===== src/shared/fsp_pkg.sv =====
/*
 Package for the flash sector protection block: APB register map, field
 positions, reset values, command codes, timing counts and carrier types.
 Assumes a 200 MHz core clock and a 32-bit APB master.
*/
package fsp_pkg;
   // Register byte offsets
   localparam logic [7:0] FSP_CMD_OFS = 8'h00;
   localparam logic [7:0] FSP_ARG_OFS = 8'h04;
   localparam logic [7:0] FSP_PWLO_OFS = 8'h08;
   localparam logic [7:0] FSP_PWHI_OFS = 8'h0C;
   localparam logic [7:0] FSP_STAT_OFS = 8'h10;
   localparam logic [7:0] FSP_CFG_OFS = 8'h14;
   localparam logic [7:0] FSP_RDATA_OFS = 8'h18;
   localparam logic [7:0] FSP_RANGE_OFS = 8'h1C;
   localparam logic [7:0] FSP_PROT_OFS = 8'h20;
   // Command codes written to CMD[3:0]
   localparam logic [3:0] FSP_OP_WR_ENABLE = 4'h1;
   localparam logic [3:0] FSP_OP_PBPROG = 4'h2;
   localparam logic [3:0] FSP_OP_PBERASE = 4'h3;
   localparam logic [3:0] FSP_OP_PBREAD = 4'h4;
   localparam logic [3:0] FSP_OP_DBWRITE = 4'h5;
   localparam logic [3:0] FSP_OP_LOCKCLR = 4'h6;
   localparam logic [3:0] FSP_OP_UNLOCK = 4'h7;
   localparam logic [3:0] FSP_OP_CFGPROG = 4'h8;
   localparam logic [3:0] FSP_OP_PWPROG = 4'h9;
   localparam logic [3:0] FSP_OP_SWRST = 4'hA;
   localparam logic [3:0] FSP_OP_HWRST = 4'hB;
   // Status bits
   localparam int FSP_ST_BUSY = 0;
   localparam int FSP_ST_WEL = 1;
   localparam int FSP_ST_PERR = 2;
   localparam int FSP_ST_LOCK = 3;
   // Config register mode bits
   localparam int FSP_CFG_MLO = 1;
   localparam int FSP_CFG_MHI = 2;
   localparam logic [1:0] FSP_MODE_NONE = 2'h3;
   localparam logic [1:0] FSP_MODE_PERS = 2'h2;
   localparam logic [1:0] FSP_MODE_PASS = 2'h1;
   localparam logic [2:0] FSP_CFG_RST = 3'h7;
   // Timing
   localparam int FSP_CLK_MHZ = 200;
   localparam int FSP_TPP_US = 250;
   localparam int FSP_TSE_US = 500;
   localparam int FSP_TUNLK_US = 100;
   localparam int FSP_TPP_CYC = FSP_TPP_US * FSP_CLK_MHZ;
   localparam int FSP_TSE_CYC = FSP_TSE_US * FSP_CLK_MHZ;
   localparam int FSP_TUNLK_CYC = FSP_TUNLK_US * FSP_CLK_MHZ;
   localparam int FSP_TRD_CYC = 2;
   localparam logic [63:0] FSP_PW_RST = 64'hFFFF_FFFF_FFFF_FFFF;

   typedef enum logic [1:0] {
      FSP_IDLE = 2'b00,
      FSP_WAIT = 2'b01,
      FSP_DONE = 2'b10
   } fsp_state_t;

   typedef struct packed {
      logic [3:0] op;
      logic data;
      logic [15:0] sector;
   } fsp_cmd_t;
endpackage


===== src/rtl/fsp_top.sv =====
/*
 Sector protection engine: persistent and dynamic sector bits, the lock,
 mode selection and hidden password, reached as an APB slave.
 Assumes one 200 MHz clock; rst_n_in is power-on reset.
*/
module fsp_top #(
   parameter int SECTORS = 256,
   parameter int TPP_CYC = fsp_pkg::FSP_TPP_CYC,
   parameter int TSE_CYC = fsp_pkg::FSP_TSE_CYC,
   parameter int TUNLK_CYC = fsp_pkg::FSP_TUNLK_CYC
) (
   input wire logic core_clk_in,
   input wire logic rst_n_in,
   input wire logic psel_in,
   input wire logic penable_in,
   input wire logic pwrite_in,
   input wire logic [7:0] paddr_in,
   input wire logic [31:0] pwdata_in,
   output logic [31:0] prdata_out,
   output logic pready_out,
   output logic pslverr_out,
   output logic [SECTORS-1:0] sector_protected_out,
   output logic busy_out
);
   import fsp_pkg::*;

   localparam int SW = $clog2(SECTORS);

   // Registers
   logic [SECTORS-1:0] pbit_q;
   logic [SECTORS-1:0] dbit_q;
   logic [SECTORS-1:0] range_q;
   logic [SECTORS-1:0] prot_q;
   logic lock_q;
   logic [2:0] cfg_q;
   logic [63:0] pw_q;
   logic [63:0] pwin_q;
   logic wel_q;
   logic perr_q;
   logic rdata_q;
   logic unlk_gap_q;
   logic [31:0] cnt_q;
   logic [31:0] gap_q;
   fsp_cmd_t cmd_q;
   logic [1:0] mbits_q;
   fsp_state_t st_q;
   logic [31:0] prdata_q;
   logic pready_q;
   logic pslverr_q;
   logic busy_q;
   logic hwrst_q;

   // Decode
   wire setup_w = psel_in & ~penable_in;
   wire wr_w = setup_w & pwrite_in;
   wire rd_w = setup_w & ~pwrite_in;
   wire cmd_wr_w = wr_w & (paddr_in == FSP_CMD_OFS);
   wire [3:0] op_w = pwdata_in[3:0];
   wire idle_w = (st_q == FSP_IDLE);
   wire mapped_w = (paddr_in[1:0] == 2'b00) && (paddr_in <= FSP_PROT_OFS);
   wire [1:0] mode_w = cfg_q[FSP_CFG_MHI:FSP_CFG_MLO];
   wire pass_mode_w = (mode_w == FSP_MODE_PASS);
   wire mode_set_w = (mode_w != FSP_MODE_NONE);
   wire [SW-1:0] sidx_w = cmd_q.sector[SW-1:0];
   wire nv_ok_w = wel_q;
   wire pw_match_w = (pwin_q == pw_q);

   // Accepted command starts; write enable and resets act at once
   wire start_w = cmd_wr_w & idle_w;
   // Reset commands skip the idle check, else a stuck failure never clears
   wire hw_op_w = cmd_wr_w & (op_w == FSP_OP_HWRST);
   wire rst_op_w = hw_op_w | (cmd_wr_w & (op_w == FSP_OP_SWRST));
   fsp_cmd_t new_cmd_w;
   assign new_cmd_w.op = op_w;
   assign new_cmd_w.data = pwdata_in[4];
   assign new_cmd_w.sector = pwdata_in[31:16];

   // Protection: per-sector bits combined with block range
   wire [SECTORS-1:0] prot_w = ~(pbit_q & dbit_q) | range_q;

   logic [31:0] rd_mux_w;
   always_comb begin
      rd_mux_w = 32'h0000_0000;
      case (paddr_in)
         FSP_STAT_OFS: begin
            rd_mux_w[FSP_ST_BUSY] = busy_q;
            rd_mux_w[FSP_ST_WEL] = wel_q;
            rd_mux_w[FSP_ST_PERR] = perr_q;
            rd_mux_w[FSP_ST_LOCK] = lock_q;
         end
         FSP_CFG_OFS: rd_mux_w[2:0] = cfg_q;
         FSP_RDATA_OFS: rd_mux_w[0] = rdata_q;
         FSP_CMD_OFS: rd_mux_w = {cmd_q.sector, 11'h000, cmd_q.data, cmd_q.op};
         default: rd_mux_w = 32'h0000_0000;
      endcase
   end

   // Next-state decisions for the accepted command
   logic [31:0] dur_w;
   logic fail_w;
   always_comb begin
      dur_w = 32'(FSP_TRD_CYC);
      fail_w = 1'b0;
      case (new_cmd_w.op)
         FSP_OP_PBPROG: begin
            dur_w = 32'(TPP_CYC);
            fail_w = ~lock_q | ~nv_ok_w;
         end
         FSP_OP_PBERASE: begin
            dur_w = 32'(TSE_CYC);
            fail_w = ~lock_q | ~nv_ok_w;
         end
         FSP_OP_CFGPROG: begin
            dur_w = 32'(TPP_CYC);
            fail_w = mode_set_w | ~nv_ok_w | (pwdata_in[5:4] == 2'b00);
         end
         FSP_OP_PWPROG: begin
            dur_w = 32'(TPP_CYC);
            fail_w = mode_set_w | ~nv_ok_w;
         end
         FSP_OP_UNLOCK: begin
            dur_w = 32'(TPP_CYC);
            fail_w = ~pass_mode_w | (pwin_q != pw_q);
         end
         default: begin
            dur_w = 32'(FSP_TRD_CYC);
            fail_w = 1'b0;
         end
      endcase
   end

   // Dynamic bits: volatile, cleared to unprotected on any reset
   always_ff @(posedge core_clk_in or negedge rst_n_in) begin
      if (!rst_n_in) begin
         dbit_q <= '1;
      end else if (rst_op_w) begin
         dbit_q <= '1;
      end else if (start_w && op_w == FSP_OP_DBWRITE) begin
         dbit_q[pwdata_in[16 +: SW]] <= pwdata_in[4];
      end
   end

   // Block-range input register
   always_ff @(posedge core_clk_in or negedge rst_n_in) begin
      if (!rst_n_in) begin
         range_q <= '0;
      end else if (wr_w && paddr_in == FSP_RANGE_OFS) begin
         range_q[pwdata_in[16 +: SW]] <= pwdata_in[0];
      end
   end

   // Password staging for unlock
   always_ff @(posedge core_clk_in or negedge rst_n_in) begin
      if (!rst_n_in) begin
         pwin_q <= '0;
      end else if (wr_w && paddr_in == FSP_PWLO_OFS) begin
         pwin_q[31:0] <= pwdata_in;
      end else if (wr_w && paddr_in == FSP_PWHI_OFS) begin
         pwin_q[63:32] <= pwdata_in;
      end
   end

   // Lock: reset value depends on mode; software reset leaves it alone
   always_ff @(posedge core_clk_in or negedge rst_n_in) begin
      if (!rst_n_in) begin
         lock_q <= 1'b1;
         hwrst_q <= 1'b0;
      end else begin
         hwrst_q <= hw_op_w;
         if (hwrst_q) begin
            lock_q <= ~pass_mode_w;
         end else if (start_w && op_w == FSP_OP_LOCKCLR) begin
            lock_q <= 1'b0;
         end else if (st_q == FSP_DONE && cmd_q.op == FSP_OP_UNLOCK && pass_mode_w
                      && pw_match_w) begin
            lock_q <= 1'b1;
         end
      end
   end

   // Command engine
   always_ff @(posedge core_clk_in or negedge rst_n_in) begin
      if (!rst_n_in) begin
         st_q <= FSP_IDLE;
         cmd_q <= '0;
         mbits_q <= 2'h3;
         cnt_q <= '0;
         gap_q <= '0;
         unlk_gap_q <= 1'b0;
         perr_q <= 1'b0;
         wel_q <= 1'b0;
         busy_q <= 1'b0;
         pbit_q <= '1;
         cfg_q <= FSP_CFG_RST;
         pw_q <= FSP_PW_RST;
         rdata_q <= 1'b1;
      end else begin
         if (gap_q != 32'h0000_0000) begin
            gap_q <= gap_q - 32'h0000_0001;
         end
         case (st_q)
            FSP_IDLE: begin
               if (start_w) begin
                  cmd_q <= new_cmd_w;
                  mbits_q <= pwdata_in[5:4];
                  if (op_w == FSP_OP_WR_ENABLE) begin
                     wel_q <= 1'b1;
                  end else if (op_w == FSP_OP_UNLOCK && gap_q != 32'h0000_0000) begin
                     perr_q <= 1'b1;
                  end else if (op_w != FSP_OP_DBWRITE && op_w != FSP_OP_LOCKCLR) begin
                     st_q <= FSP_WAIT;
                     busy_q <= 1'b1;
                     cnt_q <= dur_w;
                     perr_q <= fail_w;
                     unlk_gap_q <= (op_w == FSP_OP_UNLOCK) & fail_w;
                  end
               end
            end
            FSP_WAIT: begin
               // Failed writes keep busy high until a reset command
               if (perr_q && cmd_q.op != FSP_OP_UNLOCK) begin
                  st_q <= FSP_WAIT;
               end else if (cnt_q <= 32'h0000_0001) begin
                  st_q <= FSP_DONE;
               end else begin
                  cnt_q <= cnt_q - 32'h0000_0001;
               end
            end
            FSP_DONE: begin
               st_q <= FSP_IDLE;
               wel_q <= 1'b0;
               if (!perr_q) begin
                  busy_q <= 1'b0;
                  case (cmd_q.op)
                     FSP_OP_PBPROG: pbit_q[sidx_w] <= 1'b0;
                     FSP_OP_PBERASE: pbit_q <= '1;
                     FSP_OP_PBREAD: rdata_q <= pbit_q[sidx_w];
                     FSP_OP_CFGPROG: cfg_q <= {mbits_q, 1'b1};
                     FSP_OP_PWPROG: pw_q <= {pwin_q};
                     default: busy_q <= 1'b0;
                  endcase
               end else if (cmd_q.op == FSP_OP_UNLOCK) begin
                  st_q <= FSP_IDLE;
                  if (unlk_gap_q) begin
                     gap_q <= 32'(TUNLK_CYC);
                  end
               end
            end
            default: st_q <= FSP_IDLE;
         endcase
         // Any reset command clears a stuck failure, busy or not
         if (rst_op_w) begin
            st_q <= FSP_IDLE;
            busy_q <= 1'b0;
            perr_q <= 1'b0;
            wel_q <= 1'b0;
         end
      end
   end

   // APB answer: no wait state; ready and response registered from the setup phase
   always_ff @(posedge core_clk_in or negedge rst_n_in) begin
      if (!rst_n_in) begin
         prdata_q <= 32'h0000_0000;
         pready_q <= 1'b0;
         pslverr_q <= 1'b0;
         prot_q <= '0;
      end else begin
         prot_q <= prot_w;
         pready_q <= setup_w;
         pslverr_q <= setup_w & ~mapped_w;
         if (rd_w) begin
            prdata_q <= rd_mux_w;
         end
      end
   end

   assign prdata_out = prdata_q;
   assign pready_out = pready_q;
   assign pslverr_out = pslverr_q;
   assign sector_protected_out = prot_q;
   assign busy_out = busy_q;
endmodule // fsp_top


===== config.mk =====
export PLATFORM = sky130hd
export DESIGN_NAME = fsp_top
export DESIGN_NICKNAME = d
export VERILOG_FILES = /design/src/shared/fsp_pkg.sv /design/src/rtl/fsp_top.sv
export SDC_FILE = /design/constraint.sdc
export NUM_CORES = 2
export LEC_CHECK = 0
export ABC_AREA = 1
export BUFFER_PORTS_ARGS = -buffer_cell sky130_fd_sc_hd__clkbuf_2
export CAP_MARGIN = 20
export CORE_ASPECT_RATIO = 0.75
export CORE_MARGIN = 2
export CORE_UTILIZATION = 58
export CTS_CLUSTER_SIZE = 14
export DETAILED_ROUTE_END_ITERATION = 7
export MAX_ROUTING_LAYER = met4
export PLACE_DENSITY = 0.85
export REMOVE_ABC_BUFFERS = 1
export SYNTH_ARGS = -nofsm -noshare
export SYNTH_HDL_FRONTEND = slang
export SYNTH_SLANG_ARGS = --single-unit

===== constraint.sdc =====
create_clock -name core_clk_in -period 5.75 [get_ports core_clk_in]
set_input_delay 1.15 -clock core_clk_in [delete_from_list [all_inputs] [get_ports core_clk_in]]
set_output_delay 1.15 -clock core_clk_in [all_outputs]
set_load 0.02 [all_outputs]

==> results.json <==
{
  "start_kind": "flop",
  "vdd.ir_drop.worst_mv": 0.241,
  "critPathKind": "reg2reg",
  "numCtsBuffers": 116,
  "rows": 99,
  "drc": 0,
  "grt_setup_unrepaired": "false",
  "endpoints_failing_hold": 0,
  "post-route-cell-area_sq_mm": 0.0635,
  "crit_fanout": 52,
  "clock_skew_ns": 0.0318,
  "worst_slack_on_hold_paths_ns": 0.375,
  "synth.top_cell.area_share_pct": 30.4,
  "ctsRootBufferMaster": "sky130_fd_sc_hd__clkbuf_16",
  "finalNetCount": 6711,
  "worst_setup_hold_path_clk_slew_ns": 0.07,
  "cp_cell_sequence": "buf_4 > nand2_1 > clkinv_1 > buf_4 > nand3_1 > o21ai_0 > nand2_1",
  "p_per_area_mw_per_mm2": 279,
  "synthesis.instances": 6525,
  "setup_tns_after_final_layout_ns": 0,
  "worst_ep_required_time_ns": 6.39,
  "synth_async_sr_flop_share_pct": 100,
  "post_cts.resized_instances": 0,
  "drt-pass1-iter-count": 7,
  "drt-total-wl_um": 181000,
  "via_count": 49800,
  "detail_route.vias_per_cell": 6.15,
  "cts_post_setup_buffers_inserted": 0,
  "tightest_slew_ns": 1.28,
  "crit_slowest_cell": "sky130_fd_sc_hd__dfrtp_4",
  "clkLatencyLatePin_ns": 0.75,
  "fin_ws_ns": 1.53,
  "cts-hold-fix-buffers": 0,
  "antenna_left": 0,
  "holdCritPathClass": "in2async",
  "port_buffers": 324,
  "layout.core_utilization_pct": 65.3,
  "post_synth_main_area_contributors": "sky130_fd_sc_hd__dfrtp_1 30%, sky130_fd_sc_hd__dfstp_2 27%, sky130_fd_sc_hd__nand2_1 16%",
  "grt_antenna_before_repair": 24,
  "run_status": "complete, no violations",
  "grt_pass1_wl_um": 276000,
  "synth_top_cell_by_area": "sky130_fd_sc_hd__dfrtp_1",
  "worst_path_dominant_cell_family": "simple AND/OR/NAND/NOR gates",
  "boundaryPins": 336,
  "timing.fmax_mhz": 237,
  "floorplan.initialDensity_pct": 58.5,
  "first_global_vias": 47100,
  "drv.max_cap_violation_count": 0,
  "mappedNetlistArea_sq_mm": 0.0569,
  "tritoncts": "built",
  "grt_overflow": 0,
  "tritoncts_num_sinks": 1273,
  "core_sq_mm": 0.0972,
  "finalWeightedCongestion": 0.997,
  "remaining_max_slew_budget_at_the_tightest_pin_pct": 14.6,
  "yosysSeqAreaShare_pct": 57.2,
  "detailed_placement_hpwl_um": 112000,
  "yosysUniqueCellTypes": 55,
  "timing.final.crit_share_pct": 73.4,
  "yosys_register_bits": 1273,
  "post_route_cells_drive_above_1_share_pct": 18.6,
  "post-place-ws_ns": 1.58,
  "synth_top_flop_cell": "sky130_fd_sc_hd__dfrtp_1",
  "clock_tree.buffer_depth": 3,
  "area.growth.synth_to_final_pct": 11.5,
  "fp.dieArea_sq_mm": 0.101,
  "synth_area_per_cell_sq_um": 8.72,
  "timing.final.crit_period_ns": 4.22,
  "critPathCaptureType": "flop",
  "cts-htree-levels": 3,
  "synth-edff-count": 0,
  "critical_path.max_stage_delay_ns": 1.00,
  "cp.buffers_inverters": 3,
  "power.leakage_nw": 26.2,
  "pin_count_of_the_biggest_net_entering_global_routing": 184,
  "crit_cells": 7,
  "ff2ff_path_depth": 7,
  "post_dp_cell_area_sq_mm": 0.0593,
  "floorplan.die.height_um": 275,
  "drt-initial-drc-count": 7417,
  "yosys_warn_count": 0,
  "finalSetupViolCount": 0,
  "chipWidth_um": 366,
  "final_max_slew_viol_count": 0,
  "grt_use_total_pct": 36.5,
  "post_dr_wirelength_cell_um": 22.4,
  "worst-endpoint-arrival_ns": 4.86
}
-- Yosys cell counts (4+ instances only) --
library cell               count
sky130_fd_sc_hd__a21oi_1      53
sky130_fd_sc_hd__buf_2        62
sky130_fd_sc_hd__nor4_1        7
sky130_fd_sc_hd__o21ai_0     670
sky130_fd_sc_hd__ha_1          4
sky130_fd_sc_hd__xnor2_1      33
sky130_fd_sc_hd__or2_2        26
sky130_fd_sc_hd__dfrtp_1     691
sky130_fd_sc_hd__nor3_1       21
sky130_fd_sc_hd__nand3b_1    258
sky130_fd_sc_hd__o311ai_0     16
sky130_fd_sc_hd__xor2_1       35
sky130_fd_sc_hd__nand2_2       4
sky130_fd_sc_hd__o21ai_1      18
sky130_fd_sc_hd__clkbuf_1    273
sky130_fd_sc_hd__buf_6        28
sky130_fd_sc_hd__nor2_2        9
sky130_fd_sc_hd__nand3_1      77
sky130_fd_sc_hd__inv_2         8
sky130_fd_sc_hd__mux2_2       14
sky130_fd_sc_hd__buf_1        18
sky130_fd_sc_hd__nand4_1      34
sky130_fd_sc_hd__nand2_1    2472
sky130_fd_sc_hd__buf_4        12
sky130_fd_sc_hd__inv_1       243
sky130_fd_sc_hd__o21ai_2       5
sky130_fd_sc_hd__nor2_1      547
sky130_fd_sc_hd__dfstp_2     582
sky130_fd_sc_hd__o311ai_1    240
sky130_fd_sc_hd__o22ai_1       6
sky130_fd_sc_hd__o31ai_1      24
-- metrics by stage --
stage,instances,power [W]
after floorplan,6141,0.00933
after global placement,7851,0.00971
after detailed placement,7853,0.00972
after CTS,8075,0.0178
after global routing,8092,0.0182
final,8092,0.0177
-- state kept, by name, indices dropped and copies added, names as in the netlist --
name,cells
cmd_q,21
prdata_out,21
rdata_q,1
pw_q,64
pbit_q,256
mbits_q,2
unlk_gap_q,1
range_q,256
hwrst_q,1
gap_q,32
busy_out,1
nv_ok_w,1
lock_q,1
pwin_q,64
pready_out,1
cfg_q,2
dbit_q,256
cnt_q,32
sector_protected_out,256
pslverr_out,1
perr_q,1
st_q,2
-- layer usage --
layer	up-vias	GRT usage [%]	routed length, um
met5	-	-	0
met4	0	19.5	11000
met3	723	12.0	25900
met2	3504	50.8	76100
met1	23900	47.4	68000
li1	21600	-	-
-- logic make-up (layout without fill, tap and decap cells) --
group | count (synthesis) | count (layout) | share of synthesized area [%]
buf+inv | 646 | 877 | 4.85
simple gates | 3470 | 3470 | 25.3
flops | 1273 | 1273 | 57.2
other cells | 1 | 24 | 0.00659
xor+xnor | 68 | 68 | 1.05
mux | 14 | 14 | 0.277
fa+ha+maj | 4 | 4 | 0.0879
compound gates | 1049 | 1049 | 11.2
-- cell type report --
cell class	instances	area, sq um
clock buffer	185	3550
antenna	13	32.5
multi-input combinational	4616	21700
inverter	252	961
clock inverter	37	495
fill	7388	33700
tap	1313	1640
timing repair buffer	403	2560
sequential	1273	32600
-- power by group --
group | internal [W] | total (W) | leakage (nW) | switching [W]
Sequential | 0.00901 | 0.00904 | 14.1 | 0.0000258
Combinational | 0.0000823 | 0.000548 | 10.2 | 0.000465
Clock | 0.00465 | 0.00816 | 1.99 | 0.00351
Total | 0.0137 | 0.0177 | 26.2 | 0.00400
-- layout by cell type, fill, tap and decap left out, types with 4 or more instances in the layout --
| cell | count |
|---|---|
| sky130_fd_sc_hd__nor4_1 | 7 |
| sky130_fd_sc_hd__nor2_1 | 542 |
| sky130_fd_sc_hd__diode_2 | 13 |
| sky130_fd_sc_hd__clkbuf_2 | 322 |
| sky130_fd_sc_hd__o22ai_1 | 6 |
| sky130_fd_sc_hd__xnor2_1 | 33 |
| sky130_fd_sc_hd__buf_12 | 22 |
| sky130_fd_sc_hd__clkbuf_16 | 118 |
| sky130_fd_sc_hd__nand2_1 | 2470 |
| sky130_fd_sc_hd__conb_1 | 11 |
| sky130_fd_sc_hd__inv_2 | 6 |
| sky130_fd_sc_hd__clkbuf_1 | 32 |
| sky130_fd_sc_hd__nand2_2 | 5 |
| sky130_fd_sc_hd__clkinv_1 | 4 |
| sky130_fd_sc_hd__clkinv_2 | 17 |
| sky130_fd_sc_hd__buf_4 | 54 |
| sky130_fd_sc_hd__nand3b_1 | 258 |
| sky130_fd_sc_hd__a21oi_1 | 53 |
| sky130_fd_sc_hd__mux2_2 | 14 |
| sky130_fd_sc_hd__o311ai_1 | 240 |
| sky130_fd_sc_hd__o31ai_1 | 24 |
| sky130_fd_sc_hd__xor2_1 | 35 |
| sky130_fd_sc_hd__dfstp_2 | 582 |
| sky130_fd_sc_hd__inv_1 | 242 |
| sky130_fd_sc_hd__bufinv_16 | 9 |
| sky130_fd_sc_hd__o21ai_0 | 670 |
| sky130_fd_sc_hd__dfrtp_1 | 689 |
| sky130_fd_sc_hd__ha_1 | 4 |
| sky130_fd_sc_hd__nand3_1 | 76 |
| sky130_fd_sc_hd__nor2_2 | 13 |
| sky130_fd_sc_hd__nand4_1 | 34 |
| sky130_fd_sc_hd__o21ai_2 | 5 |
| sky130_fd_sc_hd__clkbuf_8 | 36 |
| sky130_fd_sc_hd__o21ai_1 | 18 |
| sky130_fd_sc_hd__o311ai_0 | 16 |
| sky130_fd_sc_hd__nor3_1 | 21 |
| sky130_fd_sc_hd__or2_2 | 26 |
-- path summary, 6_finish.rpt --
kind,start,end,slack (ns)
worst min-delay path,rst_n_in,sector_protected_out[68],0.37
min in group core_clk_in,range_q[172],sector_protected_out[172],0.46
max in group asynchronous,rst_n_in,pwin_q[47],3.94
worst max register to register,cmd_q[0],pbit_q[75],1.53
worst min register to register,range_q[172],sector_protected_out[172],0.46
worst max-delay path,cmd_q[0],pbit_q[75],1.53
Note: power is estimated with default switching activity, not from simulation.
